<file path="src/rst_combiner_defines.svh">
`ifndef RST_COMBINER_DEFINES_SVH
`define RST_COMBINER_DEFINES_SVH

// Register byte offsets
`define CAUSE_CTRL_OFFSET   12'h000
`define CFG_STAT_OFFSET     12'h004

// Field positions in reset_cause_control
`define BIT_TRAP_CONFLICT   15
`define BIT_BAD_OPCODE      14
`define BIT_HOLD_ENABLE     12
`define BIT_DEEP_SLEEP      10
`define BIT_CFG_MISMATCH    9
`define BIT_FLASH_BIAS      8
`define BIT_PIN_RESET       7
`define BIT_SOFT_RESET      6
`define BIT_WDOG_SOFT_EN    5
`define BIT_WDOG_TIMEOUT    4
`define BIT_SLEEP           3
`define BIT_IDLE            2
`define BIT_BROWNOUT        1
`define BIT_POWER_ON        0

// Implemented-bit mask: positions 13 and 11 are absent
`define CAUSE_IMPL_MASK     16'hD7FF
`define CAUSE_POR_VALUE     16'h0003
`define WDOG_FUSE_ALL_ONES  2'h3

// Number of reset sources and master-reset hold after release
`define NUM_SOURCES         9
`define RELEASE_TIME_NS     20
`define CLK_PERIOD_NS       10
`define RELEASE_CYCLES      ((`RELEASE_TIME_NS + `CLK_PERIOD_NS - 1) / `CLK_PERIOD_NS)

`endif

</file>
<file path="src/rst_combiner_pkg.sv">
package rst_combiner_pkg;

	typedef enum logic [3:0]
	{
		SRC_POWER_ON,
		SRC_PIN,
		SRC_SOFT,
		SRC_WDOG,
		SRC_BROWNOUT,
		SRC_CFG_MISMATCH,
		SRC_TRAP,
		SRC_BAD_OPCODE,
		SRC_UNINIT_WREG
	} reset_src_t;

	typedef enum
	{
		ST_RUN,
		ST_HOLD,
		ST_RELEASE
	} rst_state_t;

endpackage : rst_combiner_pkg

</file>
<file path="src/reset_source_combiner_status.sv">
`timescale 1ns/1ps
`include "rst_combiner_defines.svh"

// What this block does
// - Master reset is active while any reset source is active.
// - Nine sources feed the master reset, power-on through uninitialized register access.
// - Each reset sets the cause flag of the source that caused it.
// - Power-on clears the register except brown-out and power-on flags, which set.
// - Software may write any flag; writing one never causes a reset.
// - Bit 15 flags a trap conflict reset.
// - Bit 14 flags illegal opcode, addressing mode or uninitialized register reset.
// - Bit 12 selects retention supply in sleep, ignored when low-power fuse is one.
// - Bit 10 reads one after deep sleep.
// - Bit 9 flags configuration mismatch reset.
// - Bit 8 keeps flash bias powered in sleep when one.
// - Bit 7 flags a master clear pin reset.
// - Bit 6 flags a reset instruction.
// - Bit 5 enables watchdog; fuse pair all ones forces it on.
// - Bit 4 flags a watchdog time-out.
// - Bit 3 reads one after sleep.
// - Bit 2 reads one after idle.
// - Bit 1 set by brown-out and by power-on reset.
// - Bit 0 set by power-on reset.
// - Bits 13 and 11 always read zero.
// - Watchdog time-out flag cleared by watchdog clear and power-save instructions.
// - Deep sleep flag set by power-save zero while deep sleep arm is set.
module reset_source_combiner_status
	import rst_combiner_pkg::*;
(
	input  wire logic        I_CLK,
	input  wire logic        I_RST_B,
	// APB slave
	input  wire logic        I_PSEL,
	input  wire logic        I_PENABLE,
	input  wire logic        I_PWRITE,
	input  wire logic [11:0] I_PADDR,
	input  wire logic [31:0] I_PWDATA,
	input  wire logic [3:0]  I_PSTRB,
	output logic      [31:0] O_PRDATA,
	output logic             O_PREADY,
	output logic             O_PSLVERR,
	// Reset sources (asynchronous to I_CLK)
	input  wire logic        I_POWER_ON_RST,
	input  wire logic        I_MASTER_CLEAR_PIN,
	input  wire logic        I_SOFT_RESET_INSTR,
	input  wire logic        I_WDOG_TIMEOUT,
	input  wire logic        I_BROWNOUT,
	input  wire logic        I_CFG_MISMATCH,
	input  wire logic        I_TRAP_CONFLICT,
	input  wire logic        I_BAD_OPCODE,
	input  wire logic        I_UNINIT_WREG_RESET,
	// Core events, same clock domain, one-cycle pulses
	input  wire logic        I_WATCHDOG_CLEAR_INSTR,
	input  wire logic        I_POWER_SAVE_INSTR,
	input  wire logic        I_POWER_SAVE_OPERAND,
	input  wire logic        I_DEEP_SLEEP_ARM,
	// Configuration fuses, static
	input  wire logic        I_LOW_POWER_REGULATOR_CFG,
	input  wire logic [1:0]  I_WATCHDOG_FUSE_ENABLE,
	// Outputs
	output logic             O_MASTER_RESET,
	output logic             O_RETENTION_SUPPLY_EN,
	output logic             O_FLASH_BIAS_IN_SLEEP,
	output logic             O_WATCHDOG_ENABLE
);

	// ----------------------------------------------------------------
	// Source synchronisers
	// ----------------------------------------------------------------
	logic [`NUM_SOURCES-1:0] src_raw;
	logic [`NUM_SOURCES-1:0] src_meta_r;
	logic [`NUM_SOURCES-1:0] src_sync_r;
	logic [`NUM_SOURCES-1:0] src_prev_r;
	logic [`NUM_SOURCES-1:0] src_rise;
	logic                    any_src;

	assign src_raw = {I_UNINIT_WREG_RESET, I_BAD_OPCODE, I_TRAP_CONFLICT, I_CFG_MISMATCH,
		I_BROWNOUT, I_WDOG_TIMEOUT, I_SOFT_RESET_INSTR, I_MASTER_CLEAR_PIN, I_POWER_ON_RST};

	genvar g;
	generate
		for (g = 0; g < `NUM_SOURCES; g++)
		begin : g_sync
			always_ff @(posedge I_CLK)
			begin
				if (!I_RST_B)
				begin
					src_meta_r[g] <= 1'b0;
					src_sync_r[g] <= 1'b0;
					src_prev_r[g] <= 1'b0;
				end
				else
				begin
					src_meta_r[g] <= src_raw[g];
					src_sync_r[g] <= src_meta_r[g];
					src_prev_r[g] <= src_sync_r[g];
				end
			end
			assign src_rise[g] = src_sync_r[g] & ~src_prev_r[g];
		end
	endgenerate

	assign any_src = |src_sync_r;

	// ----------------------------------------------------------------
	// Fuse synchronisers
	// ----------------------------------------------------------------
	// Fuses settle during power-up, independent of this clock.
	// Two stages keep a late-settling fuse from reaching the outputs
	// or the status word half-resolved; the cost is two cycles of lag.
	logic       lp_cfg_meta_r;
	logic       lp_cfg_sync_r;
	logic [1:0] wdog_fuse_meta_r;
	logic [1:0] wdog_fuse_sync_r;

	always_ff @(posedge I_CLK)
	begin
		if (!I_RST_B)
		begin
			lp_cfg_meta_r    <= 1'b0;
			lp_cfg_sync_r    <= 1'b0;
			wdog_fuse_meta_r <= 2'h0;
			wdog_fuse_sync_r <= 2'h0;
		end
		else
		begin
			lp_cfg_meta_r    <= I_LOW_POWER_REGULATOR_CFG;
			lp_cfg_sync_r    <= lp_cfg_meta_r;
			wdog_fuse_meta_r <= I_WATCHDOG_FUSE_ENABLE;
			wdog_fuse_sync_r <= wdog_fuse_meta_r;
		end
	end

	// ----------------------------------------------------------------
	// Master reset sequencer
	// ----------------------------------------------------------------
	localparam logic [3:0] REL_CYC = 4'(`RELEASE_CYCLES);

	rst_state_t state_r;
	logic [3:0] rel_cnt_r;
	logic       master_r;

	always_ff @(posedge I_CLK)
	begin
		if (!I_RST_B)
		begin
			state_r   <= ST_HOLD;
			rel_cnt_r <= 4'h0;
			master_r  <= 1'b1;
		end
		else
		begin
			case (state_r)
				ST_RUN:
				begin
					if (any_src)
					begin
						state_r  <= ST_HOLD;
						master_r <= 1'b1;
					end
				end
				ST_HOLD:
				begin
					master_r <= 1'b1;
					if (!any_src)
					begin
						state_r   <= ST_RELEASE;
						rel_cnt_r <= REL_CYC;
					end
				end
				ST_RELEASE:
				begin
					if (any_src)
						state_r <= ST_HOLD;
					else if (rel_cnt_r <= 4'h1)
					begin
						state_r  <= ST_RUN;
						master_r <= 1'b0;
					end
					else
						rel_cnt_r <= rel_cnt_r - 4'h1;
				end
				default:
				begin
					state_r  <= ST_HOLD;
					master_r <= 1'b1;
				end
			endcase
		end
	end

	// ----------------------------------------------------------------
	// Cause and control register
	// ----------------------------------------------------------------
	function automatic logic hit(input logic [11:0] addr, input logic [11:0] off);
		hit = (addr[11:2] == off[11:2]);
	endfunction : hit

	// Only byte lanes 0 and 1 carry register bits; lanes 2 and 3 are ignored
	function automatic logic [15:0] lane_mask(input logic [3:0] strb);
		lane_mask = {{8{strb[1]}}, {8{strb[0]}}};
	endfunction : lane_mask

	logic        apb_write;
	logic        cause_wr;
	logic [15:0] cause_r;
	logic [15:0] cause_nxt;
	logic [15:0] wr_mask;
	logic        pwr_on_ev;

	assign apb_write = I_PSEL & I_PENABLE & I_PWRITE;
	// Write lands only at the edge where ready is seen high, once per transfer
	assign cause_wr  = apb_write & O_PREADY & hit(I_PADDR, `CAUSE_CTRL_OFFSET);
	assign wr_mask   = lane_mask(I_PSTRB);
	assign pwr_on_ev = src_rise[SRC_POWER_ON];

	always_comb
	begin
		cause_nxt = cause_r;
		// Software write first so hardware sets below win the same cycle
		if (cause_wr)
			cause_nxt = (cause_r & ~wr_mask) | (I_PWDATA[15:0] & wr_mask);
		if (I_WATCHDOG_CLEAR_INSTR || I_POWER_SAVE_INSTR)
			cause_nxt[`BIT_WDOG_TIMEOUT] = 1'b0;
		if (I_POWER_SAVE_INSTR && !I_POWER_SAVE_OPERAND)
		begin
			cause_nxt[`BIT_SLEEP] = 1'b1;
			if (I_DEEP_SLEEP_ARM)
				cause_nxt[`BIT_DEEP_SLEEP] = 1'b1;
		end
		if (I_POWER_SAVE_INSTR && I_POWER_SAVE_OPERAND)
			cause_nxt[`BIT_IDLE] = 1'b1;
		if (src_rise[SRC_TRAP])
			cause_nxt[`BIT_TRAP_CONFLICT] = 1'b1;
		if (src_rise[SRC_BAD_OPCODE] || src_rise[SRC_UNINIT_WREG])
			cause_nxt[`BIT_BAD_OPCODE] = 1'b1;
		if (src_rise[SRC_CFG_MISMATCH])
			cause_nxt[`BIT_CFG_MISMATCH] = 1'b1;
		if (src_rise[SRC_PIN])
			cause_nxt[`BIT_PIN_RESET] = 1'b1;
		if (src_rise[SRC_SOFT])
			cause_nxt[`BIT_SOFT_RESET] = 1'b1;
		if (src_rise[SRC_WDOG])
			cause_nxt[`BIT_WDOG_TIMEOUT] = 1'b1;
		if (src_rise[SRC_BROWNOUT])
			cause_nxt[`BIT_BROWNOUT] = 1'b1;
		// Power-on overrides everything else
		if (pwr_on_ev)
			cause_nxt = `CAUSE_POR_VALUE;
		cause_nxt = cause_nxt & `CAUSE_IMPL_MASK;
	end

	// Register reset models a power-on: the same value as a power-on event
	always_ff @(posedge I_CLK)
	begin
		if (!I_RST_B)
			cause_r <= `CAUSE_POR_VALUE;
		else
			cause_r <= cause_nxt;
	end

	// ----------------------------------------------------------------
	// Control outputs
	// ----------------------------------------------------------------
	always_ff @(posedge I_CLK)
	begin
		if (!I_RST_B)
		begin
			O_RETENTION_SUPPLY_EN <= 1'b0;
			O_FLASH_BIAS_IN_SLEEP <= 1'b0;
			O_WATCHDOG_ENABLE     <= 1'b0;
		end
		else
		begin
			O_RETENTION_SUPPLY_EN <= cause_r[`BIT_HOLD_ENABLE] & ~lp_cfg_sync_r;
			O_FLASH_BIAS_IN_SLEEP <= cause_r[`BIT_FLASH_BIAS];
			O_WATCHDOG_ENABLE     <= cause_r[`BIT_WDOG_SOFT_EN] |
				(wdog_fuse_sync_r == `WDOG_FUSE_ALL_ONES);
		end
	end

	// Master reset also follows any_src directly, so a new source is not
	// delayed by the sequencer's state change
	always_ff @(posedge I_CLK)
	begin
		if (!I_RST_B)
			O_MASTER_RESET <= 1'b1;
		else
			O_MASTER_RESET <= master_r | any_src;
	end

	// ----------------------------------------------------------------
	// APB slave: answers in the access cycle's following edge
	// ----------------------------------------------------------------
	logic [31:0] rd_val;

	always_comb
	begin
		rd_val = 32'h0000_0000;
		if (hit(I_PADDR, `CAUSE_CTRL_OFFSET))
			rd_val = {16'h0000, cause_r};
		else if (hit(I_PADDR, `CFG_STAT_OFFSET))
			rd_val = {27'h000_0000, master_r, state_r == ST_RUN, wdog_fuse_sync_r,
				lp_cfg_sync_r};
	end

	// One wait state: ready rises one edge after the access phase begins
	always_ff @(posedge I_CLK)
	begin
		if (!I_RST_B)
		begin
			O_PREADY  <= 1'b0;
			O_PRDATA  <= 32'h0000_0000;
			O_PSLVERR <= 1'b0;
		end
		else if (I_PSEL && I_PENABLE && !O_PREADY)
		begin
			O_PREADY  <= 1'b1;
			O_PRDATA  <= I_PWRITE ? 32'h0000_0000 : rd_val;
			O_PSLVERR <= !(hit(I_PADDR, `CAUSE_CTRL_OFFSET) ||
				(hit(I_PADDR, `CFG_STAT_OFFSET) && !I_PWRITE));
		end
		else
		begin
			O_PREADY  <= 1'b0;
			O_PSLVERR <= 1'b0;
		end
	end

endmodule : reset_source_combiner_status

</file>
<file path="config.mk">
export PLATFORM = sky130hd
export DESIGN_NAME = reset_source_combiner_status
export DESIGN_NICKNAME = d
export VERILOG_FILES = /design/src/rst_combiner_pkg.sv /design/src/reset_source_combiner_status.sv
export VERILOG_INCLUDE_DIRS = /design/src
export SDC_FILE = /design/constraint.sdc
export NUM_CORES = 1
export LEC_CHECK = 0
export ABC_AREA = 1
export BUFFER_PORTS_ARGS = -buffer_cell sky130_fd_sc_hd__buf_2
export CORE_MARGIN = 2
export CORE_UTILIZATION = 49
export CTS_CLUSTER_SIZE = 8
export DETAILED_ROUTE_END_ITERATION = 8
export PLACE_DENSITY = 0.84
export SYNTH_ARGS = -nofsm -noshare
export SYNTH_HDL_FRONTEND = slang
export SYNTH_SLANG_ARGS = --single-unit
export TNS_END_PERCENT = 30
</file>
<file path="constraint.sdc">
create_clock -name I_CLK -period 2 [get_ports I_CLK]
set_clock_uncertainty 0.05 [all_clocks]
set_input_delay 0.3 -clock I_CLK [delete_from_list [all_inputs] [get_ports I_CLK]]
set_output_delay 0.3 -clock I_CLK [all_outputs]
set_load 0.05 [all_outputs]
</file>
==> summary.txt <==
Drt
  – Vias per cell: 4.52
  – DRC Markers: 0
  – Initial DRC count: 148
  – Routed WL: 5730 µm
  – Antenna Nets Post-Route: 0
  – Vias: 2502
  – Routed WL per cell: 10.3 µm
  – Drt pass-1 iters: 4

Timing
  – Fin crit share: 86.3%
  – Minimum clock period: 1.73 ns
  – RSZ-0062 raised after global routing: false
  – Final setup TNS: 0 ns
  – Worst hold slack: 0.0890 ns
  – Setup Viol. Count Final: 0
  – Max-slew violation count: 0
  – Final Hold Fails: 0
  – Fmax: 0.579 GHz

Floorplan
  – Die area: 0.00681 mm²
  – FP Rows: 28
  – Initial Utilization: 50.7%
  – DIE HEIGHT: 82.5 µm
  – Core Area: 0.00596 mm²
  – Die Wd: 82.5 µm
  – I/O pin cnt: 107

Power
  – Leakage: 1.88 nW
  – Maximum VDD drop: 0.000453 V
  – Pwr/cell area: 852 mW/mm²

Cells and area
  – Syn-to-layout area delta: 17.3%
  – Layout cells sized above 1: 18.8%
  – Layout filler cell count: 557
  – Non-Filler Instances: 554
  – Ant diodes: 0
  – Layout Nets: 545

Placed design
  – Post-placement cell count: 538
  – Port Buf Inserts: 66
  – GPL Wtd Cong: 0.807
  – Dpl hpwl: 4330 µm

GRT
  – Total GRT Usage: 17.9%
  – Largest net degree at the start of global routing: 41
  – Vias in the first global route: 2232
  – Total gr overflow: 0
  – First-pass GRT wire length: 9180 µm
  – Initial antenna violation count: 0

Synthesis
  – Ys async rst share: 0%
  – Leading area contributor after synthesis: dfxtp_1
  – Seq/Total Area, Yosys: 49.0%
  – Syn Area/Cell: 7.46 µm²
  – Top-count cell post-synth: nand2_1
  – Distinct cells, synth: 30
  – Top_reg_cell synth: dfxtp_1
  – Synth cell count leaders: nand2_1 (99), dfxtp_1 (74), inv_1 (72), nor2_1 (38), a21oi_1 (28)
  – FF+latch count, synth: 74
  – EDFF count, synth: 0
  – Ys Warns: 0
  – Post-synth top area share: 49.0%
  – Top cells by area, synth: dfxtp_1 (49%), nand2_1 (12%), inv_1 (8.9%), nor2_1 (4.7%), a21oi_1 (4.6%)
  – Cell Area, Synth: 0.00302 mm²
  – Cell count after synthesis: 405

Critical path
  – Crit end category: flip-flop
  – Max incr delay on CP: 0.35 ns
  – RR Startpoint: rel_cnt_r[0]
  – CP Max Fanout: 5
  – CP required: 2.23 ns
  – Worst setup startpoint: rel_cnt_r[0]
  – Worst path cell trace: inv_1 -> ha_1 -> o21ai_0 -> nand3_1 -> nand2_1 -> nand2_1 -> o21bai_1 -> inv_1 -> nor2_1
  – Worst setup path class: reg -> reg
  – CP arrival: 1.95 ns
  – Slowest stage cell, crit path: dfxtp_1
  – CP Launch Type: flip-flop

Worst hold path
  – Hold_sp: I_CFG_MISMATCH
  – Worst hold path type: in -> reg

CTS
  – Post-CTS setup buffer count: 0
  – CTS H-tree depth: 3
  – TritonCTS Buffers: 9
  – Clock-pin slew of the registers on the worst-case setup and hold paths: 0.07 ns
  – Post-CTS sizing: 0
  – Bufs on Longest Clock Path: 2
  – CTS tree: built
  – Post-CTS Hold Fix Bufs: 0
  – Clock Tree Root: clkbuf_8
  – Skew-Pair Late Insertion Delay: 0.34 ns
  – Clock sink count: 74

Run status
  – Status: finished, final reports clean

Job
  – Max Cap Violations: 0
-- flip-flops by register name, indices dropped and copies added (netlist names), 2 cells and up, named ones only --
register / flops
O_PRDATA: 14
cause_r: 9
src_meta_r: 9
src_prev_r: 9
src_sync_r: 9
rel_cnt_r: 4
state_r: 2
wdog_fuse_meta_r: 2
wdog_fuse_sync_r: 2
-- per-layer routing --
metal,GRT usage (%),routed length (µm),vias to the layer above
li1,-,-,1341
met1,20.1,2550,1072
met2,31.9,2640,82
met3,4.57,446,7
met4,7.87,88,0
met5,0,0,-
-- power by group --
part / switching (mW) / internal (mW)
combinational: 0.228 / 0.0996
sequential: 0.0279 / 1.53
clock: 0.495 / 0.644
-- area by class of cell --
type                    count  area, µm²  area share (%)
multi-input cells         246       1150            32.3
inverters                  75        282            7.94
flip-flops and latches     74       1480            41.8
repair buffers             68        345            9.74
clock inverters             2       35.0           0.988
clock buffers              14        163            4.59
well taps                  75       93.8            2.65
-- kinds of logic (layout without fill, tap and decap cells) --
| group | Yosys count | count (layout) | share of synthesized area (%) |
|---|---|---|---|
| compound gates | 51 | 51 | 8.86 |
| flops | 74 | 74 | 49.0 |
| mux | 7 | 7 | 2.32 |
| fa+ha+maj | 2 | 2 | 0.828 |
| buf+inv | 102 | 159 | 15.2 |
| other cells | 1 | 18 | 0.124 |
| simple gates | 168 | 168 | 23.7 |
-- per-stage QoR --
step | instance area [µm²] | worst slack [ns] | util [%] | power [mW]
after floorplan | 3090 | 0.394 | - | 1.85
after global placement | 3350 | 0.323 | 56.2 | 1.90
after detailed placement | 3350 | 0.227 | 56.2 | 1.91
after CTS | 3550 | 0.269 | 59.5 | 3.05
after global routing | 3550 | 0.0400 | 59.5 | 3.17
final | 3550 | 0.274 | 59.5 | 3.02
-- worst paths after layout --
| kind | to | slack [ns] | cells past startpoint |
|---|---|---|---|
| worst max-delay path | rel_cnt_r[3] | 0.27 | 9 |
| worst max register to register | rel_cnt_r[3] | 0.27 | 9 |
| worst min register to register | src_sync_r[4] | 0.36 | 2 |
| worst min-delay path | src_meta_r[5] | 0.09 | 3 |
-- cells in the final DEF, fill, tap and decap left out, types with 3 or more instances in the layout --
cell and count:
a21oi_1 28, nor2_1 38, nand2_1 99, dfxtp_1 74
nand3_1 16, buf_2 66, clkbuf_1 3, nand4_1 4
o21ai_0 16, conb_1 18, mux2i_1 7, inv_1 72
clkbuf_8 11
-- critical path, delay by kind of cell (launching register included) --
kind / cells / cell delay [ns]
AND/OR/NAND/NOR: 4 / 0.51
AO/OA/AOI/OAI: 2 / 0.39
adder cells (fa/ha/maj): 1 / 0.23
buffers and inverters: 2 / 0.13
flip-flops: 1 / 0.35
Power figures use the tool's default switching activity.
